`config.mk`:
```
export PLATFORM = sky130hd
export DESIGN_NAME = bca_core
export DESIGN_NICKNAME = d
export VERILOG_FILES = /design/src/pkg/bca_pkg.sv /design/src/design/bca_timing.sv /design/src/design/bca_alu.sv /design/src/design/bca_core.sv
export VERILOG_INCLUDE_DIRS = /design/src /design/src/pkg
export SDC_FILE = /design/constraint.sdc
export NUM_CORES = 1
export LEC_CHECK = 0
export ABC_AREA = 1
export BUFFER_PORTS_ARGS = -buffer_cell sky130_fd_sc_hd__buf_2
export CAP_MARGIN = 20
export CORE_MARGIN = 1
export CORE_UTILIZATION = 50
export DETAILED_ROUTE_END_ITERATION = 10
export HOLD_SLACK_MARGIN = 0.12
export PLACE_DENSITY = 0.67
export SETUP_SLACK_MARGIN = 0.05
export SYNTH_ARGS = -nofsm -noshare
export SYNTH_HDL_FRONTEND = slang
export SYNTH_HIERARCHICAL = 1
export SYNTH_SLANG_ARGS = --single-unit
```
`constraint.sdc`:
```
create_clock -name clk -period 14.49 [get_ports clk]
set_input_delay 1.449 -clock clk [delete_from_list [all_inputs] [get_ports clk]]
set_output_delay 1.449 -clock clk [all_outputs]
set_load 0.05 [all_outputs]
```
`src/pkg/bca_defs.svh`:
```
`ifndef BCA_DEFS_SVH
`define BCA_DEFS_SVH

`define BCA_CYC_ILLEGAL   3'h0
`define BCA_CYC_ONE       3'h1
`define BCA_CYC_ALU_MEM   3'h2
`define BCA_CYC_RMW       3'h3
`define BCA_CYC_INC_REG   3'h2
`define BCA_CYC_MUL       3'h2
`define BCA_CYC_DIV       3'h6
`define BCA_CYC_DA        3'h3
`define BCA_CYC_CODE_RD   3'h5
`define BCA_CYC_WIDE_RD   3'h3
`define BCA_CYC_LD_MUL    3'h2
`define BCA_CYC_LD_PTR    3'h3
`define BCA_CYC_BIT       3'h2

`define BCA_CNT_LAST      3'h1
`define BCA_CNT_WRITE     3'h2

`define BCA_RST_BYTE      8'h00
`define BCA_RST_WORD      16'h0000
`define BCA_PAGE_ZERO     8'h00
`define BCA_BIT_RAM_BASE  8'h20
`define BCA_BIT_SFR_MSB   7
`define BCA_NIB_LIMIT     4'h9
`define BCA_DA_LO_ADJ     9'h006
`define BCA_DA_HI_ADJ     9'h060

`endif

```
`src/pkg/bca_pkg.sv`:
```
`default_nettype none
package bca_pkg;

  typedef enum logic [4:0] {
    add_op, add_with_carry_op, subtract_with_borrow_op, increment_op, decrement_op,
    inc_pointer_op, multiply_op, divide_op, decimal_adjust_op,
    logical_and_op, logical_or_op, logical_xor_op, clear_acc_op, complement_acc_op,
    rotate_left_op, rotate_left_carry_op, rotate_right_op, rotate_right_carry_op,
    swap_nibbles_op, code_read_op, load_acc_op, store_reg_op, load_mul_operand_op,
    load_pointer_op, bit_to_carry_op
  } bca_op_e;

  typedef enum logic [2:0] {
    mode_acc, mode_reg, mode_direct, mode_indirect, mode_immediate,
    mode_direct_acc, mode_direct_imm, mode_indirect_wide
  } bca_mode_e;

  typedef enum logic [1:0] {
    st_idle  = 2'h0,
    st_read  = 2'h1,
    st_wait  = 2'h3,
    st_write = 2'h2
  } bca_state_e;

endpackage : bca_pkg
`default_nettype wire

```
`src/design/bca_timing.sv`:
```
`include "bca_defs.svh"
`default_nettype none
module bca_timing (
  // instruction
  input  wire bca_pkg::bca_op_e   op,
  input  wire bca_pkg::bca_mode_e mode,
  // decode
  output logic [2:0]              cycles,
  output logic                    rd_mem,
  output logic                    rd_code,
  output logic                    mem_dest
);
  import bca_pkg::*;

  logic mem_src;

  assign mem_src = (mode == mode_direct) || (mode == mode_indirect);

  always_comb begin
    cycles   = `BCA_CYC_ILLEGAL;
    rd_mem   = 1'b0;
    rd_code  = 1'b0;
    mem_dest = 1'b0;
    case (op)
      add_op, add_with_carry_op, subtract_with_borrow_op,
      logical_and_op, logical_or_op, logical_xor_op, load_acc_op: begin
        rd_mem = mem_src;
        if (mode == mode_reg) begin
          cycles = `BCA_CYC_ONE;
        end else if (mem_src || mode == mode_immediate) begin
          cycles = `BCA_CYC_ALU_MEM;
        end else if ((mode == mode_direct_acc || mode == mode_direct_imm) &&
                     (op == logical_and_op || op == logical_or_op ||
                      op == logical_xor_op)) begin
          cycles   = `BCA_CYC_RMW;
          rd_mem   = 1'b1;
          mem_dest = 1'b1;
        end else if (mode == mode_indirect_wide && op == load_acc_op) begin
          cycles = `BCA_CYC_WIDE_RD;
          rd_mem = 1'b1;
        end
      end
      increment_op, decrement_op: begin
        if (mode == mode_acc) begin
          cycles = `BCA_CYC_ONE;
        end else if (mode == mode_reg) begin
          cycles = `BCA_CYC_INC_REG;
        end else if (mem_src) begin
          cycles   = `BCA_CYC_RMW;
          rd_mem   = 1'b1;
          mem_dest = 1'b1;
        end
      end
      inc_pointer_op:      cycles = `BCA_CYC_ONE;
      multiply_op:         cycles = `BCA_CYC_MUL;
      divide_op:           cycles = `BCA_CYC_DIV;
      decimal_adjust_op:   cycles = `BCA_CYC_DA;
      clear_acc_op, complement_acc_op, swap_nibbles_op,
      rotate_left_op, rotate_left_carry_op,
      rotate_right_op, rotate_right_carry_op: cycles = `BCA_CYC_ONE;
      code_read_op: begin
        cycles  = `BCA_CYC_CODE_RD;
        rd_code = 1'b1;
      end
      store_reg_op:        cycles = `BCA_CYC_ONE;
      load_mul_operand_op: cycles = `BCA_CYC_LD_MUL;
      load_pointer_op:     cycles = `BCA_CYC_LD_PTR;
      bit_to_carry_op: begin
        cycles = `BCA_CYC_BIT;
        rd_mem = 1'b1;
      end
      default:             cycles = `BCA_CYC_ILLEGAL;
    endcase
  end

endmodule : bca_timing
`default_nettype wire

```
`src/design/bca_alu.sv`:
```
`include "bca_defs.svh"
`default_nettype none
module bca_alu (
  // operands
  input  wire bca_pkg::bca_op_e op,
  input  wire logic [7:0]       a,
  input  wire logic [7:0]       s,
  input  wire logic [7:0]       bop,
  // flags in
  input  wire logic             cy_i,
  input  wire logic             ac_i,
  input  wire logic             ov_i,
  // results
  output logic [7:0]            res,
  output logic [7:0]            res_hi,
  output logic                  cy_o,
  output logic                  ac_o,
  output logic                  ov_o
);
  import bca_pkg::*;

  logic [8:0]  sum;
  logic [4:0]  lo;
  logic [15:0] prod;
  logic        cin;

  always_comb begin
    res    = a;
    res_hi = bop;
    cy_o   = cy_i;
    ac_o   = ac_i;
    ov_o   = ov_i;
    cin    = (op == add_with_carry_op) ? cy_i : 1'b0;
    sum    = {1'b0, a};
    lo     = 5'h00;
    prod   = {8'h00, a} * {8'h00, bop};
    case (op)
      add_op, add_with_carry_op: begin
        sum  = {1'b0, a} + {1'b0, s} + {8'h00, cin};
        lo   = {1'b0, a[3:0]} + {1'b0, s[3:0]} + {4'h0, cin};
        res  = sum[7:0];
        cy_o = sum[8];
        ac_o = lo[4];
        ov_o = (a[7] == s[7]) && (sum[7] != a[7]);
      end
      subtract_with_borrow_op: begin
        sum  = {1'b0, a} - {1'b0, s} - {8'h00, cy_i};
        lo   = {1'b0, a[3:0]} - {1'b0, s[3:0]} - {4'h0, cy_i};
        res  = sum[7:0];
        cy_o = sum[8];
        ac_o = lo[4];
        ov_o = (a[7] != s[7]) && (sum[7] != a[7]);
      end
      increment_op:      res = a + 8'h01;
      decrement_op:      res = a - 8'h01;
      multiply_op: begin
        res    = prod[7:0];
        res_hi = prod[15:8];
        cy_o   = 1'b0;
        ov_o   = |prod[15:8];
      end
      divide_op: begin
        cy_o = 1'b0;
        if (bop == `BCA_RST_BYTE) begin
          // divide by zero keeps operands, sets overflow
          ov_o = 1'b1;
        end else begin
          res    = a / bop;
          res_hi = a % bop;
          ov_o   = 1'b0;
        end
      end
      decimal_adjust_op: begin
        sum = {1'b0, a};
        if (a[3:0] > `BCA_NIB_LIMIT || ac_i) begin
          sum = sum + `BCA_DA_LO_ADJ;
        end
        if (sum[7:4] > `BCA_NIB_LIMIT || sum[8] || cy_i) begin
          sum = sum + `BCA_DA_HI_ADJ;
        end
        res  = sum[7:0];
        cy_o = cy_i | sum[8];
      end
      logical_and_op:       res = a & s;
      logical_or_op:        res = a | s;
      logical_xor_op:       res = a ^ s;
      clear_acc_op:         res = `BCA_RST_BYTE;
      complement_acc_op:    res = ~a;
      rotate_left_op:       res = {a[6:0], a[7]};
      rotate_right_op:      res = {a[0], a[7:1]};
      rotate_left_carry_op: begin
        res  = {a[6:0], cy_i};
        cy_o = a[7];
      end
      rotate_right_carry_op: begin
        res  = {cy_i, a[7:1]};
        cy_o = a[0];
      end
      swap_nibbles_op:      res = {a[3:0], a[7:4]};
      code_read_op, load_acc_op: res = s;
      default:              res = a;
    endcase
  end

endmodule : bca_alu
`default_nettype wire

```
`src/design/bca_core.sv`:
```
`include "bca_defs.svh"
`default_nettype none
module bca_core #(
  parameter int NUM_BANKS     = 4,
  parameter int REGS_PER_BANK = 8
) (
  // clock and reset
  input  wire logic               clk,
  input  wire logic               arst_n,
  // instruction request
  input  wire logic               instr_valid,
  input  wire bca_pkg::bca_op_e   instr_op,
  input  wire bca_pkg::bca_mode_e instr_mode,
  input  wire logic [2:0]         instr_reg,
  input  wire logic [7:0]         instr_addr,
  input  wire logic [7:0]         instr_imm,
  input  wire logic [1:0]         bank_sel,
  // instruction status
  output logic                    instr_ready,
  output logic                    instr_done,
  output logic                    instr_error,
  // data memory port
  output logic [15:0]             mem_addr,
  output logic                    mem_wide,
  output logic                    mem_rd,
  output logic                    mem_wr,
  output logic [7:0]              mem_wdata,
  input  wire logic [7:0]         mem_rdata,
  // program memory port
  output logic [15:0]             code_addr,
  output logic                    code_rd,
  input  wire logic [7:0]         code_rdata,
  // architectural state
  output logic [7:0]              acc,
  output logic [7:0]              mul_operand,
  output logic [15:0]             wide_data_pointer,
  output logic                    carry,
  output logic                    aux_carry,
  output logic                    overflow
);
  import bca_pkg::*;

  localparam int NUM_REGS = NUM_BANKS * REGS_PER_BANK;

  logic [7:0]  bank_working_register [0:NUM_REGS-1];
  bca_state_e  state;
  logic [2:0]  cnt;
  bca_op_e     op_q;
  bca_mode_e   mode_q;
  logic [4:0]  ridx_q;
  logic [7:0]  addr_q;
  logic [7:0]  imm_q;
  logic        mem_dest_q;
  logic [7:0]  opnd;

  logic [2:0]  cycles;
  logic        dec_rd_mem, dec_rd_code, dec_mem_dest, accept, exec_now, exec_late, exec, busy;
  bca_op_e     cur_op;
  bca_mode_e   cur_mode;
  logic [4:0]  cur_ridx;
  logic [7:0]  cur_imm;
  logic [4:0]  new_ridx;
  logic [4:0]  ptr_ridx;
  logic [7:0]  reg_val;
  logic [7:0]  live_opnd;
  logic [7:0]  alu_a;
  logic [7:0]  alu_s;
  logic [7:0]  alu_res;
  logic [7:0]  alu_res_hi;
  logic        alu_cy, alu_ac, alu_ov, acc_dest, reg_dest;
  logic [7:0]  bit_byte;
  logic [15:0] next_mem_addr;

  bca_timing u_timing (
    .op       (instr_op),
    .mode     (instr_mode),
    .cycles   (cycles),
    .rd_mem   (dec_rd_mem),
    .rd_code  (dec_rd_code),
    .mem_dest (dec_mem_dest)
  );

  assign busy      = (state != st_idle);
  assign accept    = instr_valid && instr_ready;
  assign exec_now  = accept && (cycles == `BCA_CYC_ONE);
  // memory destinations compute early so the write fits the count
  assign exec_late = busy && (cnt == (mem_dest_q ? `BCA_CNT_WRITE : `BCA_CNT_LAST));
  assign exec      = exec_now || exec_late;

  assign new_ridx  = {bank_sel, instr_reg};
  assign ptr_ridx  = {bank_sel, 2'h0, instr_reg[0]};
  assign cur_op    = exec_now ? instr_op : op_q;
  assign cur_mode  = exec_now ? instr_mode : mode_q;
  assign cur_ridx  = exec_now ? new_ridx : ridx_q;
  assign cur_imm   = exec_now ? instr_imm : imm_q;
  assign reg_val   = bank_working_register[cur_ridx];

  // read data stands only with its strobe; later cycles use the latch
  assign live_opnd = code_rd ? code_rdata : (mem_rd ? mem_rdata : opnd);

  always_comb begin
    case (cur_mode)
      mode_reg:        alu_s = reg_val;
      mode_immediate:  alu_s = cur_imm;
      mode_direct_acc: alu_s = acc;
      mode_direct_imm: alu_s = cur_imm;
      default:         alu_s = live_opnd;
    endcase
    if (cur_op == increment_op || cur_op == decrement_op) begin
      case (cur_mode)
        mode_acc: alu_a = acc;
        mode_reg: alu_a = reg_val;
        default:  alu_a = live_opnd;
      endcase
    end else if (cur_mode == mode_direct_acc || cur_mode == mode_direct_imm) begin
      alu_a = live_opnd;
    end else begin
      alu_a = acc;
    end
  end

  always_comb begin
    case (cur_op)
      increment_op, decrement_op: begin
        acc_dest = (cur_mode == mode_acc);
        reg_dest = (cur_mode == mode_reg);
      end
      logical_and_op, logical_or_op, logical_xor_op: begin
        acc_dest = (cur_mode != mode_direct_acc) && (cur_mode != mode_direct_imm);
        reg_dest = 1'b0;
      end
      inc_pointer_op, load_pointer_op, load_mul_operand_op, bit_to_carry_op: begin
        acc_dest = 1'b0;
        reg_dest = 1'b0;
      end
      store_reg_op: begin
        acc_dest = 1'b0;
        reg_dest = 1'b1;
      end
      default: begin
        acc_dest = 1'b1;
        reg_dest = 1'b0;
      end
    endcase
  end

  bca_alu u_alu (
    .op     (cur_op),
    .a      (alu_a),
    .s      (alu_s),
    .bop    (mul_operand),
    .cy_i   (carry),
    .ac_i   (aux_carry),
    .ov_i   (overflow),
    .res    (alu_res),
    .res_hi (alu_res_hi),
    .cy_o   (alu_cy),
    .ac_o   (alu_ac),
    .ov_o   (alu_ov)
  );

  // low bit half in a RAM block, upper half in register bytes
  assign bit_byte = instr_addr[`BCA_BIT_SFR_MSB] ?
                    {instr_addr[7:3], 3'h0} :
                    (`BCA_BIT_RAM_BASE + {4'h0, instr_addr[6:3]});

  always_comb begin
    case (instr_mode)
      mode_indirect:      next_mem_addr = {`BCA_PAGE_ZERO, bank_working_register[ptr_ridx]};
      mode_indirect_wide: next_mem_addr = wide_data_pointer;
      default:            next_mem_addr = {`BCA_PAGE_ZERO, instr_addr};
    endcase
    if (instr_op == bit_to_carry_op) begin
      next_mem_addr = {`BCA_PAGE_ZERO, bit_byte};
    end
  end

  // sequencing and completion timing
  always_ff @(posedge clk or negedge arst_n) begin
    if (!arst_n) begin
      state       <= st_idle;
      cnt         <= `BCA_CYC_ILLEGAL;
      instr_ready <= 1'b1;
      instr_done  <= 1'b0;
      instr_error <= 1'b0;
    end else begin
      instr_done  <= exec_now || (busy && cnt == `BCA_CNT_LAST);
      instr_error <= accept && (cycles == `BCA_CYC_ILLEGAL);
      if (accept && cycles > `BCA_CYC_ONE) begin
        cnt         <= cycles - `BCA_CYC_ONE;
        instr_ready <= 1'b0;
        state       <= (dec_rd_mem || dec_rd_code) ? st_read : st_wait;
      end else if (busy) begin
        cnt <= cnt - `BCA_CNT_LAST;
        if (cnt == `BCA_CNT_LAST) begin
          state       <= st_idle;
          instr_ready <= 1'b1;
        end else if (mem_dest_q && cnt == `BCA_CNT_WRITE) begin
          state <= st_write;
        end else begin
          state <= st_wait;
        end
      end
    end
  end

  // instruction capture
  always_ff @(posedge clk or negedge arst_n) begin
    if (!arst_n) begin
      op_q       <= add_op;
      mode_q     <= mode_acc;
      ridx_q     <= 5'h00;
      addr_q     <= `BCA_RST_BYTE;
      imm_q      <= `BCA_RST_BYTE;
      mem_dest_q <= 1'b0;
      opnd       <= `BCA_RST_BYTE;
    end else begin
      if (accept) begin
        op_q       <= instr_op;
        mode_q     <= instr_mode;
        ridx_q     <= new_ridx;
        addr_q     <= instr_addr;
        imm_q      <= instr_imm;
        mem_dest_q <= dec_mem_dest;
      end
      if (mem_rd || code_rd) begin
        opnd <= live_opnd;
      end
    end
  end

  // memory and program memory ports
  always_ff @(posedge clk or negedge arst_n) begin
    if (!arst_n) begin
      mem_addr  <= `BCA_RST_WORD;
      mem_wide  <= 1'b0;
      mem_rd    <= 1'b0;
      mem_wr    <= 1'b0;
      mem_wdata <= `BCA_RST_BYTE;
      code_addr <= `BCA_RST_WORD;
      code_rd   <= 1'b0;
    end else begin
      mem_rd  <= accept && dec_rd_mem;
      code_rd <= accept && dec_rd_code;
      mem_wr  <= exec_late && mem_dest_q;
      if (accept && dec_rd_mem) begin
        mem_addr <= next_mem_addr;
        mem_wide <= (instr_mode == mode_indirect_wide) && (instr_op != bit_to_carry_op);
      end
      if (accept && dec_rd_code) begin
        code_addr <= wide_data_pointer + {`BCA_PAGE_ZERO, acc};
      end
      if (exec_late && mem_dest_q) begin
        mem_wdata <= alu_res;
      end
    end
  end

  // accumulator, operand register, pointer and flags
  always_ff @(posedge clk or negedge arst_n) begin
    if (!arst_n) begin
      acc               <= `BCA_RST_BYTE;
      mul_operand       <= `BCA_RST_BYTE;
      wide_data_pointer <= `BCA_RST_WORD;
      carry             <= 1'b0;
      aux_carry         <= 1'b0;
      overflow          <= 1'b0;
    end else if (exec) begin
      if (acc_dest) begin
        acc <= alu_res;
      end
      if (cur_op == multiply_op || cur_op == divide_op) begin
        mul_operand <= alu_res_hi;
      end else if (cur_op == load_mul_operand_op) begin
        mul_operand <= acc;
      end
      if (cur_op == inc_pointer_op) begin
        wide_data_pointer <= wide_data_pointer + 16'h0001;
      end else if (cur_op == load_pointer_op) begin
        wide_data_pointer <= {addr_q, imm_q};
      end
      carry     <= (cur_op == bit_to_carry_op) ? live_opnd[addr_q[2:0]] : alu_cy;
      aux_carry <= alu_ac;
      overflow  <= alu_ov;
    end
  end

  // working registers, kept local so a register source costs no memory cycle
  always_ff @(posedge clk or negedge arst_n) begin
    if (!arst_n) begin
      for (int i = 0; i < NUM_REGS; i++) begin
        bank_working_register[i] <= `BCA_RST_BYTE;
      end
    end else if (exec && reg_dest) begin
      bank_working_register[cur_ridx] <= (cur_op == store_reg_op) ? acc : alu_res;
    end
  end

endmodule : bca_core
`default_nettype wire

```
## After elaboration in Yosys (flattened, before gate mapping)

Cells that the tools add are included.

- Word-level logic and storage cells: 307
- Bits in registers: 381
- Output and inout bits: 82
- Input port bits: 48

- Reduce and logical (&&, ||, !) cells: 67
- Mux-type cells: 77
- Divide/modulo/power cells: 2
- Order comparisons: 7
- $mul: 1
- Bitwise logic cells: 7
- $add $sub $neg: 17
- Equality and inequality tests: 72

Operators with widths:

| cell | number |
|---|---|
| bitwise mux 256 bit | 1 |
| one-hot mux 8 bit (18 select lines) | 1 |
| 2-to-1 mux 8 bit | 16 |
| equality test 5 bit, second input constant | 18 |
| binary-select mux 8 bit (select 5 bit) | 2 |
| equality test 5 x 4 -> 1 bit, second input constant | 16 |
| 2-to-1 mux 16 bit | 3 |
| demux 8 bit (select 5 bit) | 1 |
| equality test 5 x 3 -> 1 bit, second input constant | 8 |
| 2-to-1 mux 9 bit | 4 |
| one-hot mux 16 bit (2 select lines) | 1 |
| one-hot mux 8 bit (2 select lines) | 2 |
| 2-to-1 mux 3 bit | 8 |
| one-hot mux 8 bit (3 select lines) | 1 |
| equality test 3 bit, second input constant | 7 |
| one-hot mux 3 bit (7 select lines) | 1 |
| equality test 5 x 2 -> 1 bit, second input constant | 4 |
| 2-to-1 mux 1 bit | 19 |
| logical AND 1 bit | 18 |
| adder 16 x 1 -> 16 bit, second input constant | 1 |
| adder 16 x 8 -> 16 bit | 1 |
| multiplier 8 x 8 -> 16 bit | 1 |
| logical OR 1 bit | 15 |
| 2-to-1 mux 2 bit | 7 |
| 55 further kinds | 94 |

## Longest topological paths before layout

- Depth after elaboration: 29
- Gate-level depth with buffers: 101
- Mapped depth without buffers: 97

## Modules after synthesis

The synthesis kept the hierarchy.

Modules (own cells, without submodules):

| module | times used | area an instance (µm²) | cells each | sequential area each (µm²) |
|---|---|---|---|---|
| bca_core | 1 | 21,523.1 | 2,936 | 9,535.4 |
| bca_alu | 1 | 6,766.5 | 1,105 | 0.0 |
| bca_timing | 1 | 326.6 | 69 | 0.0 |

## Worst setup path before layout

OpenSTA, ideal clock, no wires.

- Path type: input-to-reg
- Start: in instr_op[4]
- End: reg bank_working_register[0] in the netlist's numbering
- Setup time: 0.134 ns
- Data required time: 14.356 ns
- Path buffers: 6
- Cell stages on the path: 94
- Slack: 1.156 ns
- Data arrival time: 13.200 ns
- Cells stage by stage: inv_2 nand3_2 nor2_2 nand2_1 nand3_1 nand2_1 nand2_1 inv_1 ha_1 inv_1 nor2_4 nand2_2 buf_6 buf_6 buf_6 nand2_1 o21ai_1 inv_1 [... 58 more ...] nand3_2 inv_1 nand3_1 and2_1 ha_1 inv_1 o21ai_0 a221oi_1 nand3_1 nor2_1 nor2_1 nor4_1 a21oi_1 inv_1 nand2_1 o21ai_0 clkbuf_1 o21ai_1

- Elaborated cells between the ends (all ways): 121
- Those cells by class: add/sub (8); mul (1); div (1); order compare (4); eq/ne (49); mux (28); bitwise (5); reduce/logical (25)

RTL lines:

| element | RTL line | RTL |
|---|---|---|
| start: declaration | bca_core.sv:12 | `input wire bca_pkg::bca_op_e instr_op,` |
| equality test 5 x 4 -> 1 bit | bca_timing.sv:24, bca_timing.sv:33 |  |
| logical OR 1 bit (2 in a row) | bca_timing.sv:33 | `(op == logical_and_op \|\| op == logical_or_op \|\|` |
| logical AND 1 bit | bca_timing.sv:32 | `end else if ((mode == mode_direct_acc \|\| mode == mode_direct_imm) &&` |
| 2-to-1 mux 3 bit | bca_timing.sv:32 |  |
| 2-to-1 mux 3 bit | bca_timing.sv:30 | `end else if (mem_src \|\| mode == mode_immediate) begin` |
| 2-to-1 mux 3 bit | bca_timing.sv:28 | `if (mode == mode_reg) begin` |
| one-hot mux 3 bit (7 select lines) * | bca_timing.sv:24 | `case (op)` |
| net cycles[1] | bca_core.sv:56 | `logic [2:0] cycles;` |
| [... 7 more ...] | - |  |
| one-hot mux 8 bit (2 select lines) | bca_core.sv:110 | `case (cur_mode)` |
| 2-to-1 mux 8 bit * | bca_core.sv:109 | `if (cur_op == increment_op \|\| cur_op == decrement_op) begin` |
| net alu_a[7] | bca_core.sv:66 | `logic [7:0] alu_a;` |
| parallel branches: the longest is 8 deep, another holds divider 8 x 8 -> 8 bit | - |  |
| one-hot mux 8 bit (18 select lines) * | bca_alu.sv:37 | `case (op)` |
| net alu_res[0] | bca_core.sv:68 | `logic [7:0] alu_res;` |
| 2-to-1 mux 8 bit * | bca_core.sv:295 | `bank_working_register[cur_ridx] <= (cur_op == store_reg_op) ? acc : alu_res;` |
| bitwise mux 256 bit * | bca_core.sv:295 |  |
| end signal: indexed assignment | bca_core.sv:292 | `` bank_working_register[i] <= `BCA_RST_BYTE; `` |
| end signal: indexed assignment | bca_core.sv:295 |  |
| end: declaration | bca_core.sv:45 | `logic [7:0] bank_working_register [0:NUM_REGS-1];` |

Mark *: on every way through the listed nets, which the timed path passes. The select of a mux whose other input is x is not followed.
A chain may end at the register's enable or synchronous reset.

## Final worst setup path

- Start: in instr_op[3]
- End: reg bank_working_register[232] in the netlist's numbering

Same word-level chain as after synthesis.

==> impl_results.md <==
- Ys Warns: 6
- Overflow after GRT: 0
- Peak Freq: 75.9 MHz
- Largest net degree at the start of global routing: 143
- Multiplexer area fraction after synthesis: 0%
- Final setup vio count: 0
- Final ANT Viol Nets: 0
- Num CTS Buffers: 44
- Post-synth EDFFs: 0
- Seq/Total Area, Yosys: 33.3%
- Die ar.: 58200 um^2
- Top_reg_cell synth: dfrtp_1
- Min Tclk post-route: 13.17 ns
- Vias per inst: 5.40
- Synth cell count leaders: nand2_1, inv_1, dfrtp_1
- CP max FO: 10
- Avg Cell Area, Syn: 6.96 um^2
- Largest area contributor in the synthesized netlist: dfrtp_1
- Area fraction of the dominant cell type after synthesis: 33.2%
- Buffer levels on the longest clock path: 3
- First-pass GRT wire length: 139000 um
- Worst Setup End Kind: flip-flop
- Root Driver: clkbuf_16
- Seq cells post-synth: 381
- Relative slew margins: 25.2%
- Worst Path Arrival: 13.64 ns
- CP max stage delay: 0.33 ns
- Slowest CP cell: ha_1
- CTS tree: yes
- Gpl congestion: 0.998
- Clk sink count: 381
- Cell Area, Synth: 28600 um^2
- Die height: 241 um
- H-tree depth: 2
- Post-Synth Adder-Cell Area: 8.69%
- Setup crit start kind: primary input
- Core Area: 56500 um^2
- Share of layout cells above drive strength 1: 11.1%
- Crit path kind: in2reg
- # Max-Cap Violations: 0
- Crit share post-route: 90.9%
- Area Overhead vs Synth: 10.7%
- Least-Margin Pin Slew: 1.12 ns
- Hold crit path type: reg2reg
- Clock skew: 0.0215 ns
- Post-Route WL: 87300 um
- DR pass1 iterations: 6
- # fillers: 5548
- DRC errors left: 0
- Diodes inserted: 0
- Cts-stage hold buffer count: 0
- Row count: 87
- Vias in the first global route: 24700
- Syn_nets: 4331
- Slew Viols, Final: 0
- Buffers and inverters on the worst path: 17
- Synth Area in Compound Gates: 14.8%
- Global Route Usage Sum: 30.3%
- Via count: 26900
- Outcome: complete, no violations
- Simple-gate share of the synthesized area: 30.1%
- Most frequent cell after synthesis: nand2_1
- Top cells by area, synth: dfrtp_1, nand2_1, inv_1
- Nets: 4410
- Top delay family on crit path: simple AND/OR/NAND/NOR gates
- Hold WS: 0.472 ns
- Cell mode on critical path: nand2_1
- Clock Pin Slew Worst Setup and Hold Paths: 0.06 ns
- Critical Path RT: 14.96 ns
- Io pins: 130
- Antenna violations before repair: 1
- Clk_lat worst skew: 0.59 ns
- Final Hold Vio Count: 0
- Starting DRT DRC Count: 2431
- Die Width: 241 um
- Post-Synth XOR/XNOR Area: 1.49%
- Reg area: 9540 um^2
- WL/cell: 17.5 um
- IO buf count: 129
- Synth cell types: 60
- Synth Instances: 4110
- Detailed Place HPWL: 63400 um
- Initial core utilization: 50.7%
- Async S/R FF share, synth: 100%
- R2r setup slk: 2.48 ns
- Area used by multi-input combinational logic: 16000 um^2
- Largest family of logic cells by synthesized area: simple AND/OR/NAND/NOR gates
[logic make-up after synthesis]
family	count (synthesis)
AOI/OAI and AO/OA	753
xor gates and xnor gates	47
adders and majority gates	173
buffers and inverters	786
DFF	381
and+or+nand+nor	1970
[final cells by class]
class | count | share of cell area (%)
clock inverter | 16 | 0.640
clock buffer | 64 | 4.03
tap | 756 | 2.99
inverter | 606 | 7.20
timing repair buffer | 213 | 4.37
multi-input combinational | 2943 | 50.7
sequential | 381 | 30.1
[cells in the final DEF, fill, tap and decap left out, drive strengths merged, types with 16 or more instances in the layout]
| cell type | netlist | layout |
|---|---|---|
| nand4 | 21 | 21 |
| clkbuf | 105 | 65 |
| o21ai | 499 | 499 |
| dfrtp | 380 | 380 |
| o211ai | 16 | 16 |
| xor2 | 34 | 34 |
| a22oi | 20 | 20 |
| o22ai | 21 | 21 |
| nor3 | 31 | 31 |
| ha | 130 | 130 |
| a31oi | 16 | 16 |
| fa | 43 | 43 |
| nor2 | 197 | 197 |
| inv | 602 | 606 |
| nand2 | 1385 | 1385 |
| nand3 | 285 | 285 |
| a21oi | 135 | 135 |
| nand3b | 24 | 24 |
| buf | 75 | 212 |
[sequential cells by signal, indices dropped and copies added (netlist names), 2 cells and up]
signal / flops
acc: 8
code_addr: 16
mode_q: 3
addr_q: 8
wide_data_pointer: 16
bank_working_register: 256
state: 2
cnt: 3
mem_wdata: 8
mem_addr: 16
mul_operand: 8
imm_q: 8
ridx_q: 5
opnd: 8
op_q: 5
[path summary, 6_finish.rpt]
| kind | startpoint | endpoint | cells after the start |
|---|---|---|---|
| min in group asynchronous | arst_n | wide_data_pointer[15] | 1 |
| setup reg to reg | instr_ready | bank_working_register[232] | 81 |
| setup / recovery | instr_op[3] | bank_working_register[232] | 90 |
| hold / removal | mem_addr[3] | mem_addr[3] | 2 |
| hold reg to reg | mem_addr[3] | mem_addr[3] | 2 |
| max in group asynchronous | arst_n | bank_working_register[144] | 2 |
[timing repair]
action,in CTS,in global routing
setup buffers,0,5
resized for setup,0,39
endpoints found under the setup margin,0,42
[routing by layer]
metal | up-vias | routed length [um] | global-route usage [%]
li1 | 13300 | - | -
met1 | 12500 | 39200 | 42.7
met2 | 907 | 39800 | 48.7
met3 | 131 | 5980 | 3.71
met4 | 2 | 2330 | 9.19
met5 | - | 13 | 0
[worst reg2reg max path, delay by kind of cell, from the launching register on]
family | cells | cell delay (ns)
buf+inv | 15 | 1.74
simple gates | 39 | 4.35
fa+ha+maj | 8 | 2.34
compound gates | 19 | 2.94
flops | 1 | 0.56
[metrics by stage]
| step | setup TNS (ns) | instance area [um^2] | worst slack [ns] | instances | utilization (%) |
|---|---|---|---|---|---|
| floorplan | 0 | 28600 | 1.16 | 4110 | - |
| global route | -0.104 | 31700 | -0.0250 | 4979 | 56.0 |
| detailed placement | -1.22 | 29900 | -0.100 | 4892 | 53.0 |
| CTS | 0 | 31400 | 0.493 | 4972 | 55.6 |
| finish | 0 | 31700 | 1.32 | 4979 | 56.0 |
| global placement | 0 | 29900 | 0.297 | 4892 | 53.0 |
Power is not shown: default switching activity piles up to over one toggle a cycle in this logic, so the estimate is an artifact.
